### src/pdm_pkg.sv
// Shared constants and types of the pulse width / duty cycle setup block
package pdm_pkg;

    // Register byte addresses
    localparam logic [7:0] ADDR_CMD        = 8'h00;
    localparam logic [7:0] ADDR_CONFIG     = 8'h04;
    localparam logic [7:0] ADDR_STATUS     = 8'h08;
    localparam logic [7:0] ADDR_OUTBUF     = 8'h0C;
    localparam logic [7:0] ADDR_IRQ_STATUS = 8'h10;
    localparam logic [7:0] ADDR_IRQ_ENABLE = 8'h14;
    localparam logic [7:0] ADDR_IRQ_CLEAR  = 8'h18;

    // Command codes written to the command register
    localparam logic [3:0] CMD_PW_SETUP  = 4'h1;
    localparam logic [3:0] CMD_DC_SETUP  = 4'h2;
    localparam logic [3:0] CMD_ACV_SETUP = 4'h3;
    localparam logic [3:0] CMD_ACI_SETUP = 4'h4;
    localparam logic [3:0] CMD_INIT      = 4'h5;
    localparam logic [3:0] CMD_READ      = 4'h6;
    localparam logic [3:0] CMD_FETCH     = 4'h7;
    localparam logic [3:0] CMD_BUS_TRIG  = 4'h8;
    localparam logic [3:0] CMD_ABORT     = 4'h9;

    // Interrupt event bit positions
    localparam int EV_DONE  = 0;
    localparam int EV_RANGE = 1;
    localparam int EV_OVL   = 2;
    localparam int EV_ERR   = 3;
    localparam int EV_W     = 4;

    // Reading codes
    localparam logic [31:0] RD_ZERO      = 32'h0000_0000;
    localparam logic [31:0] RD_POS_OVL   = 32'h4000_0000;
    localparam logic [31:0] RD_NEG_OVL   = 32'h8000_0000;
    localparam logic [31:0] RD_RANGE_CHG = 32'hC000_0000;

    // Range scaling of front end counts
    localparam logic [15:0] FS_COUNTS  = 16'h2710;
    localparam int          DOWN_PCT   = 10;
    localparam int          UP_PCT     = 120;
    localparam logic [15:0] DOWN_LIMIT = 16'(int'(FS_COUNTS) * DOWN_PCT / 100);
    localparam logic [15:0] UP_LIMIT   = 16'(int'(FS_COUNTS) * UP_PCT / 100);
    localparam logic [2:0]  RANGE_MAX  = 3'h4;
    localparam logic [2:0]  RANGE_RST  = 3'h0;

    // Range relay settling
    localparam int          CLK_PERIOD_NS   = 20;
    localparam int          RANGE_SETTLE_NS = 1000;
    localparam logic [7:0]  RANGE_SETTLE_CYC =
        8'((RANGE_SETTLE_NS + CLK_PERIOD_NS - 1) / CLK_PERIOD_NS);

    // Reading memory
    localparam int MEM_DEPTH = 8;
    localparam int MEM_AW    = 3;

    typedef enum logic [1:0] {TRIG_SRC_IMM, TRIG_SRC_BUS, TRIG_SRC_EXT} trig_src_t;
    typedef enum logic [1:0] {FUNC_ACV, FUNC_ACI, FUNC_PWIDTH, FUNC_DCYCLE} meas_func_t;
    typedef enum logic [1:0] {TRIG_IDLE, TRIG_WAIT, TRIG_MEAS} trig_state_t;

    typedef struct packed {
        logic      dc_polarity;
        logic      pw_polarity;
        logic      calc_en;
        trig_src_t trig_src;
        logic      auto_range;
        logic [2:0] range;
    } cfg_t;

    localparam logic PW_POL_RST = 1'b0;
    localparam logic DC_POL_RST = 1'b0;
    localparam cfg_t CFG_RST = '{dc_polarity: DC_POL_RST, pw_polarity: PW_POL_RST,
                                 calc_en: 1'b0, trig_src: TRIG_SRC_IMM,
                                 auto_range: 1'b1, range: RANGE_RST};

    typedef struct packed {
        logic        present;
        logic [15:0] value;
    } meas_sample_t;

endpackage

### src/reading_store.sv
// Reading memory with registered read of the latest entry
`timescale 1ns/1ps
module reading_store
    import pdm_pkg::*;
(
    // Clock and reset
    input  wire logic             mclk,
    input  wire logic             sys_rst,
    // Write and clear
    input  wire logic             wr_en,
    input  wire logic [31:0]      wr_data,
    input  wire logic             clear,
    // Read of newest reading
    input  wire logic             rd_en,
    output logic      [31:0]      rd_data,
    output logic      [MEM_AW:0]  count
);
    logic [31:0]       store [MEM_DEPTH];
    logic [MEM_AW-1:0] wptr;

    always_ff @(posedge mclk)
    begin
        if (wr_en)
        begin
            store[wptr] <= wr_data;
        end
    end

    always_ff @(posedge mclk or posedge sys_rst)
    begin
        if (sys_rst)
        begin
            wptr  <= '0;
            count <= '0;
        end
        else if (clear)
        begin
            wptr  <= '0;
            count <= '0;
        end
        else if (wr_en)
        begin
            wptr <= wptr + 1'b1;
            if (count != (MEM_AW+1)'(MEM_DEPTH))
            begin
                count <= count + 1'b1;
            end
        end
    end

    always_ff @(posedge mclk or posedge sys_rst)
    begin
        if (sys_rst)
        begin
            rd_data <= '0;
        end
        else if (rd_en)
        begin
            rd_data <= store[wptr - 1'b1];
        end
    end
endmodule

### src/pulse_duty_measure_config.sv
// Command, trigger and ranging logic for pulse width and duty cycle setup
`timescale 1ns/1ps
module pulse_duty_measure_config
    import pdm_pkg::*;
(
    // Clock and reset
    input  wire logic         mclk,
    input  wire logic         sys_rst,
    // APB slave
    input  wire logic         psel,
    input  wire logic         penable,
    input  wire logic         pwrite,
    input  wire logic [7:0]   paddr,
    input  wire logic [31:0]  pwdata,
    output logic      [31:0]  prdata,
    output logic              pready,
    output logic              pslverr,
    // Front end
    input  wire logic         fe_valid,
    input  wire meas_sample_t fe_sample,
    input  wire logic         ext_trig,
    output logic              meas_start,
    output logic      [2:0]   meas_range,
    output meas_func_t        meas_func,
    // Interrupt
    output logic              irq
);
    cfg_t            cfg;
    meas_func_t      func;
    logic            path_current;
    logic            path_ok;
    trig_state_t     trig_state;
    logic            read_pend;
    logic            fetch_pend;
    logic [31:0]     outbuf;
    logic            out_full;
    logic [7:0]      settle_cnt;
    logic            range_busy;
    logic [EV_W-1:0] irq_status;
    logic [EV_W-1:0] irq_enable;
    logic            ext_meta;
    logic            ext_sync;
    logic            ext_prev;
    logic [31:0]     mem_rdata;
    logic [MEM_AW:0] mem_count;

    // Bus decode
    logic        apb_access;
    logic        apb_done;
    logic        wr_done;
    logic        rd_done;
    logic        addr_ok;
    logic [31:0] rd_mux;
    logic        cmd_wr;
    logic [3:0]  cmd;

    assign apb_access = psel && penable;
    assign apb_done   = apb_access && pready;
    assign wr_done    = apb_done && pwrite && !pslverr;
    assign rd_done    = apb_done && !pwrite && !pslverr;
    assign cmd_wr     = wr_done && (paddr == ADDR_CMD);
    assign cmd        = pwdata[3:0];

    // Command qualification
    logic is_setup;
    logic pd_ok;
    logic arm_ok;
    logic do_init;
    logic do_read;
    logic read_busy;
    logic do_fetch;
    logic cmd_err;
    logic fire;
    logic done;

    assign pd_ok     = cmd_wr && (cmd == CMD_PW_SETUP || cmd == CMD_DC_SETUP) && path_ok;
    assign is_setup  = pd_ok || (cmd_wr && (cmd == CMD_ACV_SETUP || cmd == CMD_ACI_SETUP));
    assign arm_ok    = (trig_state == TRIG_IDLE) && !range_busy;
    assign do_init   = cmd_wr && cmd == CMD_INIT && arm_ok;
    assign do_read   = cmd_wr && cmd == CMD_READ && arm_ok;
    assign read_busy = cmd_wr && (cmd == CMD_READ || cmd == CMD_FETCH) && range_busy;
    assign do_fetch  = cmd_wr && cmd == CMD_FETCH && !range_busy && mem_count != '0;
    // Setup without a configured AC path, or arm while not idle, is refused
    assign cmd_err   = cmd_wr && (((cmd == CMD_PW_SETUP || cmd == CMD_DC_SETUP) && !path_ok)
                       || ((cmd == CMD_INIT || cmd == CMD_READ) && trig_state != TRIG_IDLE)
                       || (cmd == CMD_FETCH && !range_busy && mem_count == '0));
    assign done      = (trig_state == TRIG_MEAS) && fe_valid;

    always_comb
    begin
        addr_ok = 1'b1;
        rd_mux  = 32'h0000_0000;
        if (paddr == ADDR_CMD)
        begin
            rd_mux = 32'h0000_0000;
        end
        else if (paddr == ADDR_CONFIG)
        begin
            rd_mux = {19'h0, path_current, 1'b0, func, cfg};
        end
        else if (paddr == ADDR_STATUS)
        begin
            rd_mux = {24'h0, range_busy, out_full, mem_count, trig_state};
        end
        else if (paddr == ADDR_OUTBUF)
        begin
            rd_mux = outbuf;
        end
        else if (paddr == ADDR_IRQ_STATUS)
        begin
            rd_mux = {28'h0, irq_status};
        end
        else if (paddr == ADDR_IRQ_ENABLE)
        begin
            rd_mux = {28'h0, irq_enable};
        end
        else if (paddr == ADDR_IRQ_CLEAR)
        begin
            rd_mux = 32'h0000_0000;
        end
        else
        begin
            addr_ok = 1'b0;
        end
    end

    // One wait state, registered answer
    always_ff @(posedge mclk or posedge sys_rst)
    begin
        if (sys_rst)
        begin
            pready  <= 1'b0;
            prdata  <= 32'h0000_0000;
            pslverr <= 1'b0;
        end
        else
        begin
            pready  <= apb_access && !pready;
            pslverr <= apb_access && !pready && !addr_ok;
            if (apb_access && !pready && !pwrite)
            begin
                prdata <= rd_mux;
            end
        end
    end

    // External trigger synchroniser
    always_ff @(posedge mclk or posedge sys_rst)
    begin
        if (sys_rst)
        begin
            ext_meta <= 1'b0;
            ext_sync <= 1'b0;
            ext_prev <= 1'b0;
        end
        else
        begin
            ext_meta <= ext_trig;
            ext_sync <= ext_meta;
            ext_prev <= ext_sync;
        end
    end

    always_comb
    begin
        case (cfg.trig_src)
            TRIG_SRC_IMM: fire = 1'b1;
            TRIG_SRC_BUS: fire = cmd_wr && cmd == CMD_BUS_TRIG;
            TRIG_SRC_EXT: fire = ext_sync && !ext_prev;
            default:      fire = 1'b0;
        endcase
    end

    // Reading evaluation and autoranging
    logic [15:0] mag;
    logic        step_up;
    logic        step_down;
    logic        ovl;
    logic [31:0] next_reading;

    assign mag = fe_sample.value[15] ? (~fe_sample.value + 16'h0001) : fe_sample.value;

    always_comb
    begin
        step_up      = 1'b0;
        step_down    = 1'b0;
        ovl          = 1'b0;
        next_reading = {2'h0, 11'h000, cfg.range, fe_sample.value};
        if (!fe_sample.present)
        begin
            next_reading = RD_ZERO;
        end
        else if (range_busy)
        begin
            next_reading = RD_RANGE_CHG;
        end
        else if (cfg.auto_range && mag > UP_LIMIT && cfg.range != RANGE_MAX)
        begin
            step_up      = 1'b1;
            next_reading = RD_RANGE_CHG;
        end
        else if (cfg.auto_range && mag < DOWN_LIMIT && cfg.range != 3'h0)
        begin
            step_down    = 1'b1;
            next_reading = RD_RANGE_CHG;
        end
        else if (mag > FS_COUNTS)
        begin
            ovl          = 1'b1;
            next_reading = fe_sample.value[15] ? RD_NEG_OVL : RD_POS_OVL;
        end
    end

    // Configuration, function and AC path
    always_ff @(posedge mclk or posedge sys_rst)
    begin
        if (sys_rst)
        begin
            cfg          <= CFG_RST;
            func         <= FUNC_ACV;
            path_current <= 1'b0;
            path_ok      <= 1'b0;
        end
        else if (cmd_wr && (cmd == CMD_ACV_SETUP || cmd == CMD_ACI_SETUP))
        begin
            cfg          <= CFG_RST;
            func         <= (cmd == CMD_ACV_SETUP) ? FUNC_ACV : FUNC_ACI;
            path_current <= (cmd == CMD_ACI_SETUP);
            path_ok      <= 1'b1;
        end
        else if (pd_ok)
        begin
            // Range and autorange kept from the current configuration
            cfg.trig_src <= TRIG_SRC_IMM;
            cfg.calc_en  <= 1'b0;
            if (cmd == CMD_PW_SETUP)
            begin
                cfg.pw_polarity <= PW_POL_RST;
                func            <= FUNC_PWIDTH;
            end
            else
            begin
                cfg.dc_polarity <= DC_POL_RST;
                func            <= FUNC_DCYCLE;
            end
        end
        else if (wr_done && paddr == ADDR_CONFIG)
        begin
            cfg <= cfg_t'(pwdata[8:0]);
        end
        else if (done && step_up)
        begin
            cfg.range <= cfg.range + 3'h1;
        end
        else if (done && step_down)
        begin
            cfg.range <= cfg.range - 3'h1;
        end
    end

    // Range settling window
    always_ff @(posedge mclk or posedge sys_rst)
    begin
        if (sys_rst)
        begin
            settle_cnt <= 8'h00;
            range_busy <= 1'b0;
        end
        else if (done && (step_up || step_down))
        begin
            settle_cnt <= RANGE_SETTLE_CYC;
            range_busy <= 1'b1;
        end
        else if (settle_cnt > 8'h01)
        begin
            settle_cnt <= settle_cnt - 8'h01;
        end
        else
        begin
            settle_cnt <= 8'h00;
            range_busy <= 1'b0;
        end
    end

    // Trigger state machine
    always_ff @(posedge mclk or posedge sys_rst)
    begin
        if (sys_rst)
        begin
            trig_state <= TRIG_IDLE;
            meas_start <= 1'b0;
            read_pend  <= 1'b0;
        end
        else
        begin
            meas_start <= 1'b0;
            if (is_setup || (cmd_wr && cmd == CMD_ABORT))
            begin
                trig_state <= TRIG_IDLE;
                read_pend  <= 1'b0;
            end
            else
            begin
                case (trig_state)
                    TRIG_IDLE:
                    begin
                        if (do_init || do_read)
                        begin
                            trig_state <= TRIG_WAIT;
                            read_pend  <= do_read;
                        end
                    end
                    TRIG_WAIT:
                    begin
                        if (fire)
                        begin
                            trig_state <= TRIG_MEAS;
                            meas_start <= 1'b1;
                        end
                    end
                    TRIG_MEAS:
                    begin
                        if (fe_valid)
                        begin
                            trig_state <= TRIG_IDLE;
                            read_pend  <= 1'b0;
                        end
                    end
                    default: trig_state <= TRIG_IDLE;
                endcase
            end
        end
    end

    reading_store u_store (
        .mclk    (mclk),
        .sys_rst (sys_rst),
        .wr_en   (done),
        .wr_data (next_reading),
        .clear   (do_init || do_read),
        .rd_en   (do_fetch),
        .rd_data (mem_rdata),
        .count   (mem_count)
    );

    // Output buffer; a bus read of it empties it, a new load wins
    always_ff @(posedge mclk or posedge sys_rst)
    begin
        if (sys_rst)
        begin
            outbuf     <= 32'h0000_0000;
            out_full   <= 1'b0;
            fetch_pend <= 1'b0;
        end
        else
        begin
            fetch_pend <= do_fetch;
            if (done && read_pend)
            begin
                outbuf   <= next_reading;
                out_full <= 1'b1;
            end
            else if (read_busy)
            begin
                outbuf   <= RD_RANGE_CHG;
                out_full <= 1'b1;
            end
            else if (fetch_pend)
            begin
                outbuf   <= mem_rdata;
                out_full <= 1'b1;
            end
            else if (rd_done && paddr == ADDR_OUTBUF)
            begin
                out_full <= 1'b0;
            end
        end
    end

    // Interrupts, set wins over clear
    logic [EV_W-1:0] events;

    always_comb
    begin
        events           = '0;
        events[EV_DONE]  = done;
        events[EV_RANGE] = done && (step_up || step_down);
        events[EV_OVL]   = done && ovl;
        events[EV_ERR]   = cmd_err;
    end

    always_ff @(posedge mclk or posedge sys_rst)
    begin
        if (sys_rst)
        begin
            irq_status <= '0;
            irq_enable <= '0;
            irq        <= 1'b0;
        end
        else
        begin
            if (wr_done && paddr == ADDR_IRQ_CLEAR)
            begin
                irq_status <= (irq_status & ~pwdata[EV_W-1:0]) | events;
            end
            else
            begin
                irq_status <= irq_status | events;
            end
            if (wr_done && paddr == ADDR_IRQ_ENABLE)
            begin
                irq_enable <= pwdata[EV_W-1:0];
            end
            irq <= |(irq_status & irq_enable);
        end
    end

    assign meas_range = cfg.range;
    assign meas_func  = func;
endmodule

### config.mk
export PLATFORM = sky130hd
export DESIGN_NAME = pulse_duty_measure_config
export DESIGN_NICKNAME = d
export VERILOG_FILES = /design/src/pdm_pkg.sv /design/src/reading_store.sv /design/src/pulse_duty_measure_config.sv
export SDC_FILE = /design/constraint.sdc
export NUM_CORES = 1
export LEC_CHECK = 0
export ABC_AREA = 1
export ABC_CLOCK_PERIOD_IN_PS = 2600
export BUFFER_PORTS_ARGS = -buffer_cell sky130_fd_sc_hd__buf_2
export CAP_MARGIN = 20
export CORE_MARGIN = 2
export CORE_UTILIZATION = 50
export DETAILED_ROUTE_END_ITERATION = 10
export PLACE_DENSITY_LB_ADDON = 0.1
export SLEW_MARGIN = 10
export SYNTH_ARGS = -nofsm -noshare
export SYNTH_HDL_FRONTEND = slang
export SYNTH_HIERARCHICAL = 1
export SYNTH_SLANG_ARGS = --single-unit
### constraint.sdc
create_clock -name mclk -period 2.6 [get_ports mclk]
set_input_delay 0 -clock mclk [delete_from_list [all_inputs] [get_ports mclk]]
set_output_delay 0 -clock mclk [all_outputs]
set_load 0.1 [all_outputs]
# After elaboration in Yosys (flattened, before gate mapping)
# Memory sizes are Yosys's and may differ from the RTL's. A register that Yosys moved wholly into a read port is not among the register bits.
# Index checks and enable logic that the tools add are counted.
word_totals:
  regBits: 113
  ramBits: 256
  input_bits: 64
  out_inout_bits: 41
  word_cells: 237
  mem_count: 1
mem_list:
  columns: ["name", "depth", "width", "rd", "rd_ports_with_merged_regs", "wr", "line_no", "rtl"]
  rows:
  - ["u_store.store", 8, 32, 1, 1, 1, "reading_store.sv:18", "logic [31:0] store [MEM_DEPTH];"]
classes:
  addsub: 7
  magnitude_cmp: 4
  n_eq_ne: 28
  mux: 77
  bitwise: 6
  n_reduce_logical: 86
ops:
  columns: ["operator", "count"]
  rows:
  - ["32-bit 2-to-1 mux", 13]
  - ["1-bit logical AND", 45]
  - ["1-bit 2-to-1 mux", 37]
  - ["16-bit by 14-bit > comparator with 1-bit output, second input constant", 2]
  - ["4-bit 2-to-1 mux", 7]
  - ["8-bit by 5-bit == test with 1-bit output, second input constant", 3]
  - ["16-bit by 1-bit adder with 16-bit output, second input constant", 1]
  - ["4-bit by 3-bit == test with 1-bit output, second input constant", 4]
  - ["8-bit by 4-bit == test with 1-bit output, second input constant", 2]
  - ["16-bit by 10-bit less-than comparator with 1-bit output, second input constant", 1]
  - ["16-bit 2-to-1 mux", 1]
  - ["8-bit 2-to-1 mux", 2]
  - ["16-bit inverter", 1]
  - ["3-bit 2-to-1 mux", 5]
  - ["2-bit 2-to-1 mux", 6]
  - ["3-bit nonzero test", 4]
  - ["4-bit nonzero test", 3]
  - ["1-bit logical OR", 10]
  - ["2-bit AND reduction", 5]
  - ["2-bit nonzero test", 5]
  - ["9-bit 2-to-1 mux", 1]
  - ["4-bit bitwise AND", 2]
  - ["4-bit by 2-bit == test with 1-bit output, second input constant", 2]
  - ["4-bit == test, second input constant", 2]
  - ["other kinds (28)", 44]

# Longest topological paths before layout
# Gate-level depths: netlist of the first run.
logic_depth:
  depth_word: 16
  ltp_mapped: 24
  mapped_depth_nobuf: 24

# Cells and area by module
# Netlist of the first run, hierarchy kept.
modules_own_cells:
  columns: ["module", "instances", "cells_each", "area_each_um2", "seq_area_each_um2"]
  rows:
  - ["reading_store", 1, 1174, 12314.3, 8663.3]
  - ["pulse_duty_measure_config", 1, 750, 6005.8, 2653.8]

# Worst setup path before layout of the first run
# No wires, ideal clock.
synth_timing:
  kind: "reg-to-reg"
  from: "reg trig_state[1]"
  to: "mem u_store.store[1][0] (enable)"
  arrival_ps: 2488
  required_ps: 2179
  path_slack_ps: -309
  stages_incl_launch_ff: 6
  n_path_buf: 1
  path_cell_list: "dfrtp_1 > inv_1 > nor3_1 > clkbuf_1 > nand2_1 > nor2_1"
synth_via:
  elab_chain_len: 4
synth_rtl:
  columns: ["element", "line_no", "rtl"]
  rows:
  - ["start: declaration", "pulse_duty_measure_config.sv:32", "trig_state_t trig_state;"]
  - ["start signal: assignment", "pulse_duty_measure_config.sv:290", "trig_state <= TRIG_IDLE;"]
  - ["start signal: assignment", "pulse_duty_measure_config.sv:299", "trig_state <= TRIG_IDLE;"]
  - ["start signal: assignment", "pulse_duty_measure_config.sv:309", "trig_state <= TRIG_WAIT;"]
  - ["2-bit == test", "pulse_duty_measure_config.sv:87", "assign done = (trig_state == TRIG_MEAS) && fe_valid;"]
  - ["1-bit logical AND", "pulse_duty_measure_config.sv:87", null]
  - ["via done", "pulse_duty_measure_config.sv:74", "logic done;"]
  - ["1-bit 2-to-1 mux", "reading_store.sv:23", "if (wr_en)"]
  - ["1-bit 2-to-1 mux (implied by the code)", "reading_store.sv:25", "store[wptr] <= wr_data;"]
  - ["end: declaration", "reading_store.sv:18", null]
# The timed path passes the listed nets, and every way through them passes these cells.

# Final worst setup path of the first run
layout_timing:
  from: "reg u_store.wptr[0]"
  to: "mem u_store.store[0][7] (enable)"
layout_lines:
  columns: ["element", "line_no", "rtl"]
  rows:
  - ["start: declaration", "reading_store.sv:19", "logic [MEM_AW-1:0] wptr;"]
  - ["start signal: assignment", "reading_store.sv:43", "wptr <= wptr + 1'b1;"]
# No word-level cell before the write port.

==> run_results.csv, run 1 <==
group,metric,value,unit
layout,stdcell_area,21710,µm²
critical_path,cp.required,2.86,ns
clock_network,clockRootBuffer,"clkbuf_16",
yosys,ys.flop_type,"edfxtp_1",
critical_path,crit_path_frequent_cell,"buf_12",
grt,grt_pass1_vias,13352,
power,power,14920,µW
clock_network,post_cts_buffers,0,
clock_network,cts-buffers-inserted,44,
power,p_comb_share,11.8,%
timing,whs,0.04967,ns
clock_network,htreeDepth,2,
critical_path,critPathLaunchType,"register",
place,place_congestion,0.8869,
place,dp_hpwl,29610,µm
critical_path,cp_num_cells,5,
detailed_routing,wire_per_inst,17.53,µm
yosys,synth_area,18320,µm²
timing,hold_violations,0,
layout,mostFrequentLayoutCell,"nand2_1",
floorplan,die_x,195.4,µm
yosys,yosysWarnings,6,
floorplan,num_rows,70,
yosys,synth_top_cell_by_area,"edfxtp_1",
floorplan,design.die.area,38190,µm²
critical_path,r2r-end,"u_store/store[0][7]$_DFFE_PP_",
detailed_routing,finalWirelength,46560,µm
grt,gr-total-overflow,0,
critical_path,r2r_slack,0.06,ns
floorplan,coreArea,36350,µm²
critical_path,slowest_delay,0.49,ns
critical_path,crit_slowest_cell,"dfrtp_4",
critical_path,worst_ep_arrival_time,2.80,ns
floorplan,start_util,50.40,%
run,drv_cap,0,
detailed_routing,drtPass1Iterations,7,
grt,grt_usage,25.06,%
timing,min_period,2.538,ns
critical_path,path_class,"reg2reg",
layout,fin_util,59.73,%
yosys,synth-edff-count,256,
layout,area_delta_synth_final,18.52,%
floorplan,fp.dieH,195.4,µm
critical_path,critPathLaunch,"u_store/wptr[0]$_DFFE_PP0P_",
power,p_leak,0.01013,µW
layout,final_cell_mix,"nand2_1 (536), inv_1 (333), edfxtp_1 (256), nand3_1 (238), dfrtp_1 (143)",
yosys,ys_async_sr_fraction,36.16,%
timing,fin_ws,0.06204,ns
outcome,outcome,"finished clean",
power,seqPwrFrac,45.6,%
yosys,yosysTopAreaCellShare,41.96,%
layout,layout-drive-gt1-share,13.48,%
critical_path,critPathBufInv,3,
critical_path,crit_path_max_fanout,129,
layout,layout.nets,2226,
timing,skew,0.009480,ns
critical_path,critPathCapture,"u_store/store[0][7]$_DFFE_PP_",
yosys,ys_top_cells_by_area,"edfxtp_1 (42%), dfrtp_1 (20%), nand2_1 (11%), inv_1 (6.9%), nand3_1 (6.5%)",
timing,setup_viol,0,
yosys,seq_area_frac_synth,61.77,%
detailed_routing,vias,13605,
detailed_routing,via_per_inst,5.120,
detailed_routing,drc,0,
layout,antenna_cells,0,
power,internal-power,11150,µW
timing,relSlewSlack,44.67,%
power,clock_power_share,42.6,%
grt,grt_antenna_before_repair,0,
clock_network,worstSkewPairLatency,0.56,ns
hold_path,min_path_type,"in2async",
clock_network,cts_tree,"done",
power,switchingPower,3775,µW
power,power_density,687.4,nW/µm²
critical_path,reg2reg_from,"u_store/wptr[0]$_DFFE_PP0P_",
critical_path,end_kind,"register",
yosys,ys_ff_latch,401,
grt,grt_pass1_wl,73380,µm
layout,seq_area,11320,µm²
layout,multi_input_area,5727,µm²
place,place_area,19950,µm²
yosys,ys_types,51,
timing,worst_pin_slew,0.8300,ns
place,dpl_worst_slack,0.03173,ns
timing,fmax,0.3940,GHz
detailed_routing,drt_iter0_drc,959,
clock_network,cts.sinks,401,
critical_path,r2r_cells,5,
floorplan,io_pins,105,
detailed_routing,final_antenna_net_count,0,
power,swShare,25.30,%
critical_path,worstPathCellList,"clkinv_2 -> buf_12 -> nand2_1 -> nor2_4 -> buf_12",
yosys,synth_cells,1924,
timing,slew_violations,0,
place,place.port_buffers,81,
clock_network,cts_buffer_depth,3,
yosys,syn_avg_cell_area,9.522,µm²
critical_path,crit_family,"simple AND/OR/NAND/NOR gates",
grt,grt_max_degree,132,
clock_network,clk_pin_slew_worst_paths,0.06,ns
power,peakVddDrop,0.5158,mV
layout,fillers,3117,
timing,post-route-period-util,97.61,%
-- worst min path at each step --
stage / from / endpoint / slack, ns / cells after the start
final: sys_rst / outbuf[24]$_DFFE_PP0P_ / 0.05 / 3
after global routing: fe_sample[0] / u_store/store[6][0]$_DFFE_PP_ / 0.04 / 4
after CTS: sys_rst / outbuf[24]$_DFFE_PP0P_ / 0.03 / 3
after detailed placement: sys_rst / outbuf[24]$_DFFE_PP0P_ / 0.1 / 2
after global placement: sys_rst / outbuf[24]$_DFFE_PP0P_ / 0.1 / 2
after floorplan: ext_trig / ext_meta$_DFF_PP0_ / 0.03 / 0
-- through the flow --
stage | TNS (ns) | cells
CTS | 0 | 2657
floorplan | -59.09 | 2011
global route | -0.009657 | 2657
detailed placement | 0 | 2550
global placement | 0 | 2550
finish | 0 | 2657
-- layer usage --
layer	vias to the layer above	share of wire [%]	track usage, %
met1	6532	43	33.28
li1	6610	-	-
met5	-	0	0
met2	371	48	41.79
met4	0	3.2	9.189
met3	92	5.6	4.128
-- layout make-up --
class / instances / area share, %
flip-flops and latches: 401 / 52.14
well taps: 468 / 2.697
inverters: 346 / 6.010
clock inverters: 11 / 0.6742
repair buffers: 176 / 5.930
clock buffers: 70 / 6.172
multi-input cells: 1185 / 26.38
-- flip-flops by register name, indices dropped and copies added (netlist names), 4 cells and up --
signal	cells
u_store/store	256
outbuf	32
prdata	32
u_store/rd_data	32
settle_cnt	8
cfg	6
irq_enable	4
irq_status	4
u_store/count	4
-- timing repair --
item / CTS / global route
hold buffers: 26 / 0
endpoints found under the hold margin: 215 / 0
resized for setup: 0 / 6
endpoints found under the setup margin: 0 / 63
-- synth_stat cells (2+ instances only) --
cell        n
a211oi_1    2
a21o_1     12
a21oi_1    11
a221oi_1    7
a31oi_1     2
a32o_1      4
buf_1       8
buf_2      35
buf_4       5
buf_6       4
clkbuf_1   26
dfrtp_1   144
edfxtp_1  256
ha_1        7
inv_1     337
inv_2       8
nand2_1   538
nand2_2     9
nand2_4     5
nand3_1   239
nand3_2     2
nand4_1    17
nor2_1     69
nor2_2      6
nor2_4      3
nor3_1     19
nor3_2     10
nor3_4      8
nor4_1      4
o211ai_1    4
o21ai_0    56
o21ai_1     3
o21bai_1    4
o221ai_1    6
o22ai_1    25
o31ai_1     5
xnor2_1     3
xor2_1      8
-- cell families after synthesis --
family                     count (synthesis)  synth area share, %
buffers and inverters                    425                9.281
and+or+nand+nor                          932                22.75
other                                      1              0.02047
xor gates and xnor gates                  11               0.5259
DFF                                      401                61.77
adders and majority gates                  8               0.5873
AOI/OAI and AO/OA                        146                5.061
-- tightest hold or removal path: stages --
cell           delay (ns)
dlygate4sd3_1        0.53
buf_2                0.15
clkinvlp_4           0.37
-- power by group through the flow --
stage | clock, µW | sequential [µW] | combinational (µW)
finish | 6360 | 6810 | 1760
CTS | 6480 | 6810 | 1760
detailed placement | 0 | 6940 | 1720
global placement | 0 | 6940 | 1700
floorplan | 0 | 6970 | 1170
global route | 6730 | 6810 | 1970
(Power assumes the default switching activity.)
==> run 2, diff against run 1 <==
- ABC_CLOCK_PERIOD_IN_PS: 2600 -> 2300
- clock period: 2.6 -> 2.3 ns (I/O delays scaled with it)
==> run 2 against run 1 <==
Compared with the run above: clock power up 12%; sequential power rose by 13%; highest routed layer unchanged; cell count rose by 2.2%; total power is 13% higher.
==> run_results.csv, run 2 (synthesis results as in run 1) <==
group,metric,value,unit
outcome,outcome,"finished clean",
timing,worst_pin_slew,0.9221,ns
floorplan,coreArea,36350,µm²
place,dpl_worst_slack,-0.3957,ns
clock_network,htreeDepth,2,
clock_network,post_cts_buffers,0,
timing,fin_tns_setup,0,ns
detailed_routing,wire_per_inst,17.00,µm
layout,fillers,3009,
place,post-place-cells,2617,
timing,skew,0.01904,ns
grt,grt_antenna_before_repair,0,
critical_path,crit_path_max_fanout,20,
timing,fmax,0.4661,GHz
floorplan,start_util,50.40,%
clock_network,clockRootBuffer,"clkbuf_16",
timing,min_period,2.146,ns
critical_path,critPathLaunchType,"register",
timing,fin_ws,0.1544,ns
grt,gr-total-overflow,0,
detailed_routing,via_per_inst,5.042,
clock_network,cts_tree,"done",
power,power_density,755.8,nW/µm²
layout,multi_input_area,5763,µm²
detailed_routing,final_antenna_net_count,0,
timing,relSlewSlack,38.52,%
layout,fin_util,61.46,%
place,dp_hpwl,30610,µm
place,place_congestion,0.9267,
floorplan,fp.dieH,195.4,µm
floorplan,die_x,195.4,µm
power,swShare,25.14,%
hold_path,min_path_type,"in2reg",
clock_network,cts.sinks,401,
critical_path,worstPathCellList,"and3_1 -> nand3_2 -> nor2_4 -> nand4_1 -> a21oi_4 -> nor2_2 -> nand2_2 -> buf_12 -> o22ai_1 -> a21o_1",
critical_path,r2r_cells,10,
detailed_routing,drt_iter0_drc,951,
detailed_routing,drtPass1Iterations,5,
timing,setup_viol,0,
layout,final_cells,2716,
floorplan,num_rows,70,
power,peakVddDrop,0.6110,mV
detailed_routing,drc,0,
critical_path,worst_ep_arrival_time,2.59,ns
power,internal-power,12640,µW
layout,largest_reg_flops,256,
power,p_comb_share,12.3,%
timing,post-route-period-util,93.29,%
clock_network,cts_buffer_depth,3,
layout,layout-drive-gt1-share,16.15,%
critical_path,path_class,"reg2reg",
timing,rsz0062_at_grt,"no",
floorplan,design.die.area,38190,µm²
layout,top_register,"u_store/store",
power,clock_power_share,42.1,%
layout,final_cell_mix,"nand2_1 (537), inv_1 (333), edfxtp_1 (256), nand3_1 (237), dfrtp_1 (141)",
grt,grt_usage,24.83,%
clock_network,clk_pin_slew_worst_paths,0.06,ns
layout,seq_area,11320,µm²
detailed_routing,vias,13695,
timing,slew_violations,0,
power,seqPwrFrac,45.6,%
layout,area_delta_synth_final,21.93,%
layout,antenna_cells,0,
critical_path,crit_slowest_cell,"dfrtp_2",
critical_path,slowest_delay,0.37,ns
layout,mostFrequentLayoutCell,"nand2_1",
clock_network,worstSkewPairLatency,0.57,ns
floorplan,io_pins,105,
timing,hold_violations,0,
power,switchingPower,4244,µW
grt,grt_max_degree,93,
detailed_routing,finalWirelength,46180,µm
layout,layout.nets,2287,
grt,grt_pass1_vias,13380,
critical_path,end_kind,"register",
place,place.port_buffers,81,
power,p_leak,0.01046,µW
hold_path,worstHoldPathCells,5,
clock_network,cts-buffers-inserted,43,
run,drv_cap,0,
grt,grt_pass1_wl,73410,µm
critical_path,cp.required,2.75,ns
## run 2: repair_timing
item	in CTS	in global routing
resized for setup	0	10
hold buffers	21	0
endpoints found under the setup margin	0	70
endpoints found under the hold margin	150	0
## run 2: worst paths after layout
check | end | startpoint | slack (ns)
max in group asynchronous | u_store/wptr[0]$_DFFE_PP0P_ | sys_rst | 1.53
min in group asynchronous | outbuf[17]$_DFFE_PP0P_ | sys_rst | 0.05
hold / removal | outbuf[31]$_DFFE_PP0P_ | fe_sample[16] | 0.02
setup / recovery | outbuf[2]$_DFFE_PP0P_ | pready$_DFF_PP0_ | 0.15
setup reg to reg | outbuf[2]$_DFFE_PP0P_ | pready$_DFF_PP0_ | 0.15
hold reg to reg | ext_sync$_DFF_PP0_ | ext_meta$_DFF_PP0_ | 0.35
## run 2: power groups by stage
stage / combinational (µW) / sequential [µW] / clock (µW)
2_1_floorplan: 1330 / 7870 / 0
3_3_place_gp: 2020 / 7840 / 0
3_5_place_dp: 2040 / 7840 / 0
4_1_cts: 2080 / 7700 / 7260
5_1_grt: 2310 / 7700 / 7530
6_report: 2070 / 7700 / 7110
## run 2: final cells by class
class                           instances  share of cell area (%)
Timing Repair Buffer                  238                   8.503
Clock buffer                           59                   5.500
Inverter                              346                   5.842
Tap cell                              468                   2.621
Sequential cell                       401                   50.69
Multi-Input combinational cell       1185                   25.80
Clock inverter                         19                   1.042
## run 2: stage by stage
stage / power, µW / hold WS, ns / cell area [µm²]
after CTS: 17040 / 0.003467 / 22290
final: 16880 / 0.02323 / 22340
after floorplan: 9204 / 0.03143 / 18710
after detailed placement: 9879 / 0.1012 / 20610
after global placement: 9857 / 0.09103 / 20610
after global routing: 17550 / 0.02736 / 22340
## run 2: critical path, delay by kind of cell (launching register included)
family | cells | cell delay (ns)
simple gates | 6 | 0.95
buf+inv | 1 | 0.17
flops | 1 | 0.37
compound gates | 3 | 0.52
## run 2: per-layer routing
metal  part of all wire (%)  wire, µm  GRT usage [%]  vias up
li1                       -         -              -     6726
met1                     44     20350          34.06     6577
met2                     49     22540          41.23      326
met3                    5.0      2295          4.024       66
met4                    2.1       989          6.870        0
met5                      0         0              0        -
